**src/rtl/bs2_consts.svh**
```systemverilog
// bs2_consts.svh: sizes and timing counts of the burst-of-two memory link
// assumes: one system clock; one memory cycle spans two system clocks
`ifndef BS2_CONSTS_SVH
`define BS2_CONSTS_SVH
`define BS2_CLK_NS      25
`define BS2_DW          36
`define BS2_AW          6
`define BS2_DEPTH       64
`define BS2_LANES       4
`define BS2_LANE_W      9
`define BS2_LANES_WIDE  4'hf
`define BS2_LANES_NARROW 4'h3
`define BS2_FIFO_DEPTH  32
`define BS2_FIFO_AW     5
// read pipe stage that launches beat 0 (t+2.5) and beat 1 (t+3.0)
`define BS2_RD_BEAT0    3
`define BS2_RD_BEAT1    4
`define BS2_PIPE_LEN    5
// half cycles of quiet needed after the last command before a clock stop
`define BS2_DRAIN_HALF  8
`endif

```
**src/rtl/bs2_pkg.sv**
```systemverilog
// bs2_pkg: types used by the controller end
// assumes: bs2_consts.svh on the include path
`include "bs2_consts.svh"
package bs2_pkg;
   typedef enum logic [0:0] {
      BS2_K_RUN  = 1'b0,
      BS2_K_STOP = 1'b1
   } bs2_kstate_t;
   typedef struct packed {
      logic                    wr;
      logic [`BS2_AW-1:0]      addr;
      logic [`BS2_DW-1:0]      d0;
      logic [`BS2_DW-1:0]      d1;
      logic [`BS2_LANES-1:0]   m0_b;
      logic [`BS2_LANES-1:0]   m1_b;
   } bs2_cmd_t;
endpackage : bs2_pkg

```
**src/rtl/bs2_link.sv**
```systemverilog
// bs2_link: pins between controller end and memory end
// assumes: both ends on the same clk; q is always driven but is valid only while qOe_b is low
`timescale 1ns/1ps
`include "bs2_consts.svh"
interface bs2_link;
   logic                  kTrue;
   logic                  kComp;
   logic                  readSel_b;
   logic                  writeSel_b;
   logic [`BS2_AW-1:0]    addr;
   logic [`BS2_DW-1:0]    dIn;
   logic [`BS2_LANES-1:0] laneMask_b;
   logic [`BS2_DW-1:0]    q;
   logic                  qOe_b;
   modport mem_end (input kTrue, kComp, readSel_b, writeSel_b, addr, dIn, laneMask_b,
                    output q, qOe_b);
   modport ctl_end (output kTrue, kComp, readSel_b, writeSel_b, addr, dIn, laneMask_b,
                    input q, qOe_b);
endinterface : bs2_link

```
**src/rtl/bs2_fifo.sv**
```systemverilog
// bs2_fifo: command buffer with valid/ready on both sides
// assumes: single clock; pop and push in one cycle are allowed
`timescale 1ns/1ps
module bs2_fifo #(
   parameter int W  = 8,
   parameter int D  = 32,
   parameter int AW = 5
) (
   input  wire logic         clk,
   input  wire logic         rst_b,
   input  wire logic         inValid,
   output logic              inReady,
   input  wire logic [W-1:0] inData,
   output logic              outValid,
   input  wire logic         outReady,
   output logic [W-1:0]      outData
);
   logic [W-1:0]  store [D];
   logic [AW-1:0] wrPtr;
   logic [AW-1:0] rdPtr;
   logic [AW:0]   count;
   wire           push = inValid & inReady;
   wire           pop  = outValid & outReady;

   // flags straight from the occupancy count
   assign inReady  = (count != (AW+1)'(D));
   assign outValid = (count != '0);
   assign outData  = store[rdPtr];

   // storage carries no reset; only pointers matter
   always_ff @(posedge clk) begin
      if (push) begin
         store[wrPtr] <= inData;
      end
   end

   always_ff @(posedge clk or negedge rst_b) begin
      if (!rst_b) begin
         wrPtr <= '0;
         rdPtr <= '0;
         count <= '0;
      end else begin
         if (push) wrPtr <= wrPtr + 1'b1;
         if (pop) rdPtr <= rdPtr + 1'b1;
         count <= count + (AW+1)'(push) - (AW+1)'(pop);
      end
   end
endmodule : bs2_fifo

```
**src/rtl/bs2_ctl_end.sv**
```systemverilog
// bs2_ctl_end: controller end; buffers commands and drives the clock pair
// assumes: memory end on the same clk; one half memory cycle per clk
`timescale 1ns/1ps
`include "bs2_consts.svh"
module bs2_ctl_end (
   input  wire logic                  clk,
   input  wire logic                  rst_b,
   bs2_link.ctl_end                   link,
   input  wire logic                  cmdValid,
   output logic                       cmdReady,
   input  wire logic                  cmdWrite,
   input  wire logic [`BS2_AW-1:0]    cmdAddr,
   input  wire logic [`BS2_DW-1:0]    cmdData0,
   input  wire logic [`BS2_DW-1:0]    cmdData1,
   input  wire logic [`BS2_LANES-1:0] cmdMask0_b,
   input  wire logic [`BS2_LANES-1:0] cmdMask1_b,
   input  wire logic                  stopReq,
   output logic                       clkStopped,
   output logic                       rdValid,
   output logic [`BS2_DW-1:0]         rdData
);
   localparam int CW = $bits(bs2_pkg::bs2_cmd_t);

   bs2_pkg::bs2_kstate_t  state;
   bs2_pkg::bs2_cmd_t     inCmd;
   bs2_pkg::bs2_cmd_t     head;
   logic                  headValid;
   logic                  kTrue;
   logic                  lastWasRd;
   logic                  lastWasWr;
   logic [`BS2_DW-1:0]    hold1;
   logic [`BS2_LANES-1:0] holdM1_b;
   logic [3:0]            drain;
   logic                  fifoReady;

   assign inCmd = '{wr: cmdWrite, addr: cmdAddr, d0: cmdData0, d1: cmdData1,
                    m0_b: cmdMask0_b, m1_b: cmdMask1_b};

   // stop only on the low phase, after every burst has drained
   wire running  = (state == bs2_pkg::BS2_K_RUN);
   wire stopNow  = running & stopReq & (drain == 4'h0) & ~kTrue;
   wire toTrue   = running & ~stopNow & ~kTrue;
   // never repeat a type on the next edge; a repeat waits out one idle edge
   wire typeOk   = head.wr ? ~lastWasWr : ~lastWasRd;
   wire issue    = toTrue & headValid & typeOk;

   // commands wait here; a stopped clock backs the source up
   bs2_fifo #(.W(CW), .D(`BS2_FIFO_DEPTH), .AW(`BS2_FIFO_AW)) cmdQ (
      .clk      (clk),
      .rst_b    (rst_b),
      .inValid  (cmdValid),
      .inReady  (fifoReady),
      .inData   (inCmd),
      .outValid (headValid),
      .outReady (issue),
      .outData  (head)
   );
   assign cmdReady = fifoReady;

   // clock pair and run state
   always_ff @(posedge clk or negedge rst_b) begin
      if (!rst_b) begin
         state <= bs2_pkg::BS2_K_RUN;
         kTrue <= 1'b0;
      end else begin
         case (state)
            bs2_pkg::BS2_K_RUN: begin
               if (stopNow) state <= bs2_pkg::BS2_K_STOP;
               else kTrue <= ~kTrue;
            end
            bs2_pkg::BS2_K_STOP: begin
               if (!stopReq) state <= bs2_pkg::BS2_K_RUN;
            end
            default: state <= bs2_pkg::BS2_K_RUN;
         endcase
      end
   end

   // controls at the true edge, second write beat at the complement edge
   always_ff @(posedge clk or negedge rst_b) begin
      if (!rst_b) begin
         link.readSel_b  <= 1'b1;
         link.writeSel_b <= 1'b1;
         link.addr       <= '0;
         link.dIn        <= '0;
         link.laneMask_b <= 4'hf;
         lastWasRd       <= 1'b0;
         lastWasWr       <= 1'b0;
         hold1           <= '0;
         holdM1_b        <= 4'hf;
      end else if (toTrue) begin
         link.readSel_b  <= ~(issue & ~head.wr);
         link.writeSel_b <= ~(issue & head.wr);
         link.addr       <= head.addr;
         link.dIn        <= head.d0;
         link.laneMask_b <= issue ? head.m0_b : 4'hf;
         lastWasRd       <= issue & ~head.wr;
         lastWasWr       <= issue & head.wr;
         hold1           <= head.d1;
         holdM1_b        <= (issue & head.wr) ? head.m1_b : 4'hf;
      end else if (running & kTrue) begin
         link.dIn        <= hold1;
         link.laneMask_b <= holdM1_b;
      end
   end

   // quiet count guarding the clock stop
   always_ff @(posedge clk or negedge rst_b) begin
      if (!rst_b) begin
         drain <= 4'h0;
      end else if (issue) begin
         drain <= 4'(`BS2_DRAIN_HALF);
      end else if (drain != 4'h0) begin
         drain <= drain - 4'h1;
      end
   end

   // read beats captured whenever the memory drives
   always_ff @(posedge clk or negedge rst_b) begin
      if (!rst_b) begin
         rdValid    <= 1'b0;
         rdData     <= '0;
         clkStopped <= 1'b0;
      end else begin
         rdValid    <= ~link.qOe_b;
         rdData     <= link.qOe_b ? rdData : link.q;
         clkStopped <= stopNow | (~running & stopReq);
      end
   end

   assign link.kTrue = kTrue;
   assign link.kComp = ~kTrue;
endmodule : bs2_ctl_end

```
**src/flat_wrapper.sv**
```systemverilog
// flat-port wrapper written by rule: the top's interface ports become plain ports
module bs2_ctl_end_flat 
  (clk, rst_b, cmdValid, cmdReady, cmdWrite, cmdAddr, cmdData0, cmdData1, cmdMask0_b, cmdMask1_b, stopReq, clkStopped, rdValid, rdData, link_kTrue, link_kComp, link_readSel_b, link_writeSel_b, link_addr, link_dIn, link_laneMask_b, link_q, link_qOe_b);
  bs2_link link_i ();
  input  wire logic clk;
  input  wire logic rst_b;
  input  wire logic cmdValid;
  output logic cmdReady;
  input  wire logic cmdWrite;
  input  wire logic [`BS2_AW-1:0] cmdAddr;
  input  wire logic [`BS2_DW-1:0] cmdData0;
  input  wire logic [`BS2_DW-1:0] cmdData1;
  input  wire logic [`BS2_LANES-1:0] cmdMask0_b;
  input  wire logic [`BS2_LANES-1:0] cmdMask1_b;
  input  wire logic stopReq;
  output logic clkStopped;
  output logic rdValid;
  output logic [`BS2_DW-1:0] rdData;
  output wire logic [$bits(link_i.kTrue)-1:0] link_kTrue;
  output wire logic [$bits(link_i.kComp)-1:0] link_kComp;
  output wire logic [$bits(link_i.readSel_b)-1:0] link_readSel_b;
  output wire logic [$bits(link_i.writeSel_b)-1:0] link_writeSel_b;
  output wire logic [$bits(link_i.addr)-1:0] link_addr;
  output wire logic [$bits(link_i.dIn)-1:0] link_dIn;
  output wire logic [$bits(link_i.laneMask_b)-1:0] link_laneMask_b;
  input wire logic [$bits(link_i.q)-1:0] link_q;
  input wire logic [$bits(link_i.qOe_b)-1:0] link_qOe_b;
  assign link_kTrue = link_i.kTrue;
  assign link_kComp = link_i.kComp;
  assign link_readSel_b = link_i.readSel_b;
  assign link_writeSel_b = link_i.writeSel_b;
  assign link_addr = link_i.addr;
  assign link_dIn = link_i.dIn;
  assign link_laneMask_b = link_i.laneMask_b;
  assign link_i.q = link_q;
  assign link_i.qOe_b = link_qOe_b;
  bs2_ctl_end u_core (.clk(clk), .rst_b(rst_b), .link(link_i), .cmdValid(cmdValid), .cmdReady(cmdReady), .cmdWrite(cmdWrite), .cmdAddr(cmdAddr), .cmdData0(cmdData0), .cmdData1(cmdData1), .cmdMask0_b(cmdMask0_b), .cmdMask1_b(cmdMask1_b), .stopReq(stopReq), .clkStopped(clkStopped), .rdValid(rdValid), .rdData(rdData));
endmodule
```
**config.mk**
```make
export PLATFORM = sky130hd
export DESIGN_NAME = bs2_ctl_end_flat
export DESIGN_NICKNAME = d
export VERILOG_FILES = /design/src/rtl/bs2_pkg.sv /design/src/rtl/bs2_link.sv /design/src/rtl/bs2_fifo.sv /design/src/rtl/bs2_ctl_end.sv /design/src/flat_wrapper.sv
export VERILOG_INCLUDE_DIRS = /design/src /design/src/rtl
export SDC_FILE = /design/constraint.sdc
export NUM_CORES = 2
export LEC_CHECK = 0
export ABC_CLOCK_PERIOD_IN_PS = 10800
export BUFFER_PORTS_ARGS = -buffer_cell sky130_fd_sc_hd__buf_2
export CAP_MARGIN = 10
export CORE_ASPECT_RATIO = 0.9
export CORE_MARGIN = 10
export CORE_UTILIZATION = 45
export DETAILED_ROUTE_END_ITERATION = 6
export PLACE_DENSITY_LB_ADDON = 0.3
export SLEW_MARGIN = 20
export SYNTH_ARGS = -nofsm -noshare
export SYNTH_HDL_FRONTEND = slang
export SYNTH_SLANG_ARGS = --single-unit
```
**constraint.sdc**
```tcl
create_clock -name clk -period 10.8 [get_ports clk]
set_input_delay 1.62 -clock clk [delete_from_list [all_inputs] [get_ports clk]]
set_output_delay 1.62 -clock clk [all_outputs]
set_load 0.05 [all_outputs]
```
==> flow_metrics.env <==
export IMPL_status="finished clean"
export IMPL_clk_latency_ns=0.95
export IMPL_setup_viol=0
export IMPL_worst_slew_pin_slew_ns=1.155
export IMPL_cts_path_max_buffers=4
export IMPL_fillers=18950
export IMPL_wl_per_cell_um=33.26
export IMPL_overflow=0
export IMPL_hold_path_class="flop to flop"
export IMPL_initial_core_util_pct=45.19
export IMPL_grt_max_degree=128
export IMPL_synth_top_area_cell="edfxtp_1"
export IMPL_via_per_inst=6.140
export IMPL_synth_xor_area_share_pct=0.09426
export IMPL_power_frac_comb_pct=27.6
export IMPL_die_x_um=544.7
export IMPL_drc=0
export IMPL_post_cts_buffers=0
export IMPL_synth_adder_area_share_pct=0.1863
export IMPL_antenna_found_initial=39
export IMPL_synth_mux_area_share_pct=18.05
export IMPL_path_clk_slew_ns=0.07
export IMPL_cts_resized=0
export IMPL_syn_mean_instance_area_um2=23.85
export IMPL_cp_required_ns=11.59
export IMPL_hpwl_um=140600
export IMPL_synth_cells=4675
export IMPL_synth_top_area_share_pct=74.98
export IMPL_route_antenna_remaining_nets=0
export IMPL_seqPwrFrac_pct=42.2
export IMPL_power_internal_mw=23.14
export IMPL_root_buffer="clkbuf_16"
export IMPL_final_nets=5203
export IMPL_synthTopCellsByArea="edfxtp_1, mux4_2, dfrtp_1"
export IMPL_die_h_um=492.2
export IMPL_arrival_ns=6.27
export IMPL_cts_made_buffers=306
export IMPL_final_setup_skew_ns=0.07526
export IMPL_clkPwrFrac_pct=30.2
export IMPL_period_needed_ns=5.473
export IMPL_final_util_pct=51.09
export IMPL_cts_tree="done"
export IMPL_relSlewSlack_pct=22.83
export IMPL_wl_um=283600
export IMPL_rr_endpoint="u_core.cmdQ.count[4]"
export IMPL_cp_startpoint="u_core.cmdQ.rdPtr[0]"
export IMPL_finalHoldViolCount=0
export IMPL_final_setup_tns_ns=0
export IMPL_rsz0062_at_grt="no"
export IMPL_crit_path_end_kind="flop"
export IMPL_synth_simple_gate_area_share_pct=0.8461
export IMPL_drt_iter0_markers=6861
export IMPL_dieArea_mm2=0.2681
export IMPL_dp_cells=7987
export IMPL_drive_above_1_share_pct=31.34
export IMPL_start_kind="flop"
export IMPL_stdcell_count=8528
export IMPL_worst_path_max_fanout=44
export IMPL_design_area_mm2=0.1261
export IMPL_dpl_instance_area_mm2=0.1167
export IMPL_cts_sinks=2934
export IMPL_synth_edf_count=2784
export IMPL_fmax_mhz=182.7
export IMPL_post_route_period_util_pct=50.68
export IMPL_leakage_nw=40.01
export IMPL_track_usage_pct=20.84
export IMPL_synth_async_reset_ratio_pct=5.112
export IMPL_synth_ff_type="edfxtp_1"
export IMPL_area_growth_pct=13.07
export IMPL_sw_frac_of_total_pct=29.61
export IMPL_first_global_vias=52820
export IMPL_setup_worst_path_end="u_core.cmdQ.count[4]"
export IMPL_synth_top_family_by_area="multiplexers"
export IMPL_rrSetupSlack_ns=5.33
export IMPL_routed_via_count=52360
export IMPL_reg2reg_depth=14
export IMPL_finalMaxSlewViolations=0
export IMPL_io_pins=217
export IMPL_maxCapViolations=0
export IMPL_ir_drop_uv=227.1
export IMPL_ys_ff_latch=2934
export IMPL_yosysUniqueCellTypes=52
export IMPL_seq_area_frac_synth_pct=78.35
export IMPL_yosys_warnings=0
export IMPL_core_area_mm2=0.2468
export IMPL_syn_area_mm2=0.1115
export IMPL_hold_buffers=0
export IMPL_critPathKind="flop to flop"
export IMPL_grt_first_pass_wirelength_um=402800
export IMPL_rows=173
export IMPL_gp_congestion=0.7360
export IMPL_netSwitchingPower_mw=9.735
export IMPL_power_density_mw_per_mm2=260.8
export IMPL_io_buffers=216
export IMPL_dr_pass1_iters=5
export IMPL_reg2reg_from="u_core.cmdQ.rdPtr[0]"
export IMPL_synth_compound_area_share_pct=1.362
export IMPL_synth_fp_nets=4819
export IMPL_cts_max_level=5
[flip-flops by register name, indices dropped and copies added (netlist names)]
name,cells
u_core.link.writeSel_b,1
u_core.cmdQ.wrPtr,5
u_core.link.laneMask_b,4
u_core.holdM1_b,4
u_core.cmdQ.store,2784
u_core.rdData,36
u_core.link.addr,6
u_core.lastWasWr,1
u_core.cmdQ.rdPtr,5
u_core.drain,4
u_core.link.dIn,36
u_core.cmdQ.count,6
u_core.state,1
u_core.link.kTrue,1
u_core.hold1,36
u_core.lastWasRd,1
u_core.rdValid,1
u_core.link.readSel_b,1
u_core.clkStopped,1
[synthesized netlist by cell type, drive strengths merged, types with 20 or more instances]
| library cell | n |
|---|---|
| mux2 | 52 |
| a22oi | 20 |
| o21ai | 68 |
| mux2i | 118 |
| nand2 | 72 |
| a21oi | 92 |
| mux4 | 815 |
| a211oi | 44 |
| clkbuf | 95 |
| nor2b | 27 |
| dfrtp | 140 |
| buf | 159 |
| nor2 | 72 |
| edfxtp | 2784 |
[placed cells by master, fill, tap and decap left out, drive strengths merged, types with 72 or more instances in the layout]
master	count
mux4	815
clkbuf	395
nor2	72
mux2i	118
edfxtp	2784
a21oi	92
nand2	72
dfrtp	140
clkinv	104
buf	330
[power by group through the flow]
stage                     Clock (mW)  Combinational (mW)  Sequential [mW]
after floorplan                    0                6.35             14.2
after global placement             0                9.10             14.1
after detailed placement           0                9.17             14.1
after CTS                       10.1                9.20             13.9
after global routing            10.5                9.66             13.9
final                           9.93                9.08             13.9
[logic make-up (layout without fill, tap and decap cells)]
family,Yosys count,in the layout
flops,2934,2934
other cells,0,11
fa+ha+maj,16,16
xor+xnor,12,12
compound gates,253,253
mux,985,985
buf+inv,269,874
simple gates,206,206
[layout make-up]
type                            instances  area [µm²]  area share, %
Antenna cell                           11       27.53        0.02183
Clock buffer                          395        8238          6.534
Clock inverter                        134        1065         0.8445
Inverter                               15       56.30        0.04466
Multi-Input combinational cell       1472       23150          18.36
Sequential cell                      2934       87390          69.31
Tap cell                             3237        4050          3.212
Timing Repair Buffer                  330        2105          1.669
[metal layers]
metal,GRT usage (%),wire length [µm]
met5,0,143
met4,4.809,6204
met3,4.026,24680
met2,32.62,134600
met1,30.66,118000
[metrics by stage]
| stage | setup slack (ns) | power (mW) | hold slack (ns) |
|---|---|---|---|
| finish | 5.327 | 32.88 | 0.4887 |
| global route | 4.853 | 34.15 | 0.5062 |
| floorplan | 4.324 | 20.53 | 0.4465 |
| detailed placement | 5.134 | 23.28 | 0.4723 |
| global placement | 5.044 | 23.18 | 0.4607 |
| CTS | 5.224 | 33.18 | 0.4886 |
[critical path: stages, from the launching register on]
cell and delay, ns:
dfrtp_4 0.87, buf_4 0.83, mux4_2 0.59, and3b_1 0.19
nor4_1 0.46, or4_1 0.41, nand2_1 0.35, ha_1 0.44
inv_1 0.04, ha_1 0.21, fa_1 0.44, a21oi_1 0.16
nor2_1 0.06, nor2_1 0.13, xnor2_1 0.14
[worst min path at each step]
stage,start,end,slack [ns],depth (start not counted)
after CTS,u_core.lastWasWr,u_core.lastWasWr,0.49,2
after detailed placement,u_core.lastWasWr,u_core.lastWasWr,0.47,2
after floorplan,u_core.lastWasWr,u_core.lastWasWr,0.45,2
after global routing,u_core.lastWasRd,u_core.lastWasRd,0.51,2
after global placement,u_core.lastWasRd,u_core.lastWasRd,0.46,2
final,u_core.lastWasWr,u_core.lastWasWr,0.49,2
No activity file was read; power rests on OpenSTA's default activity.
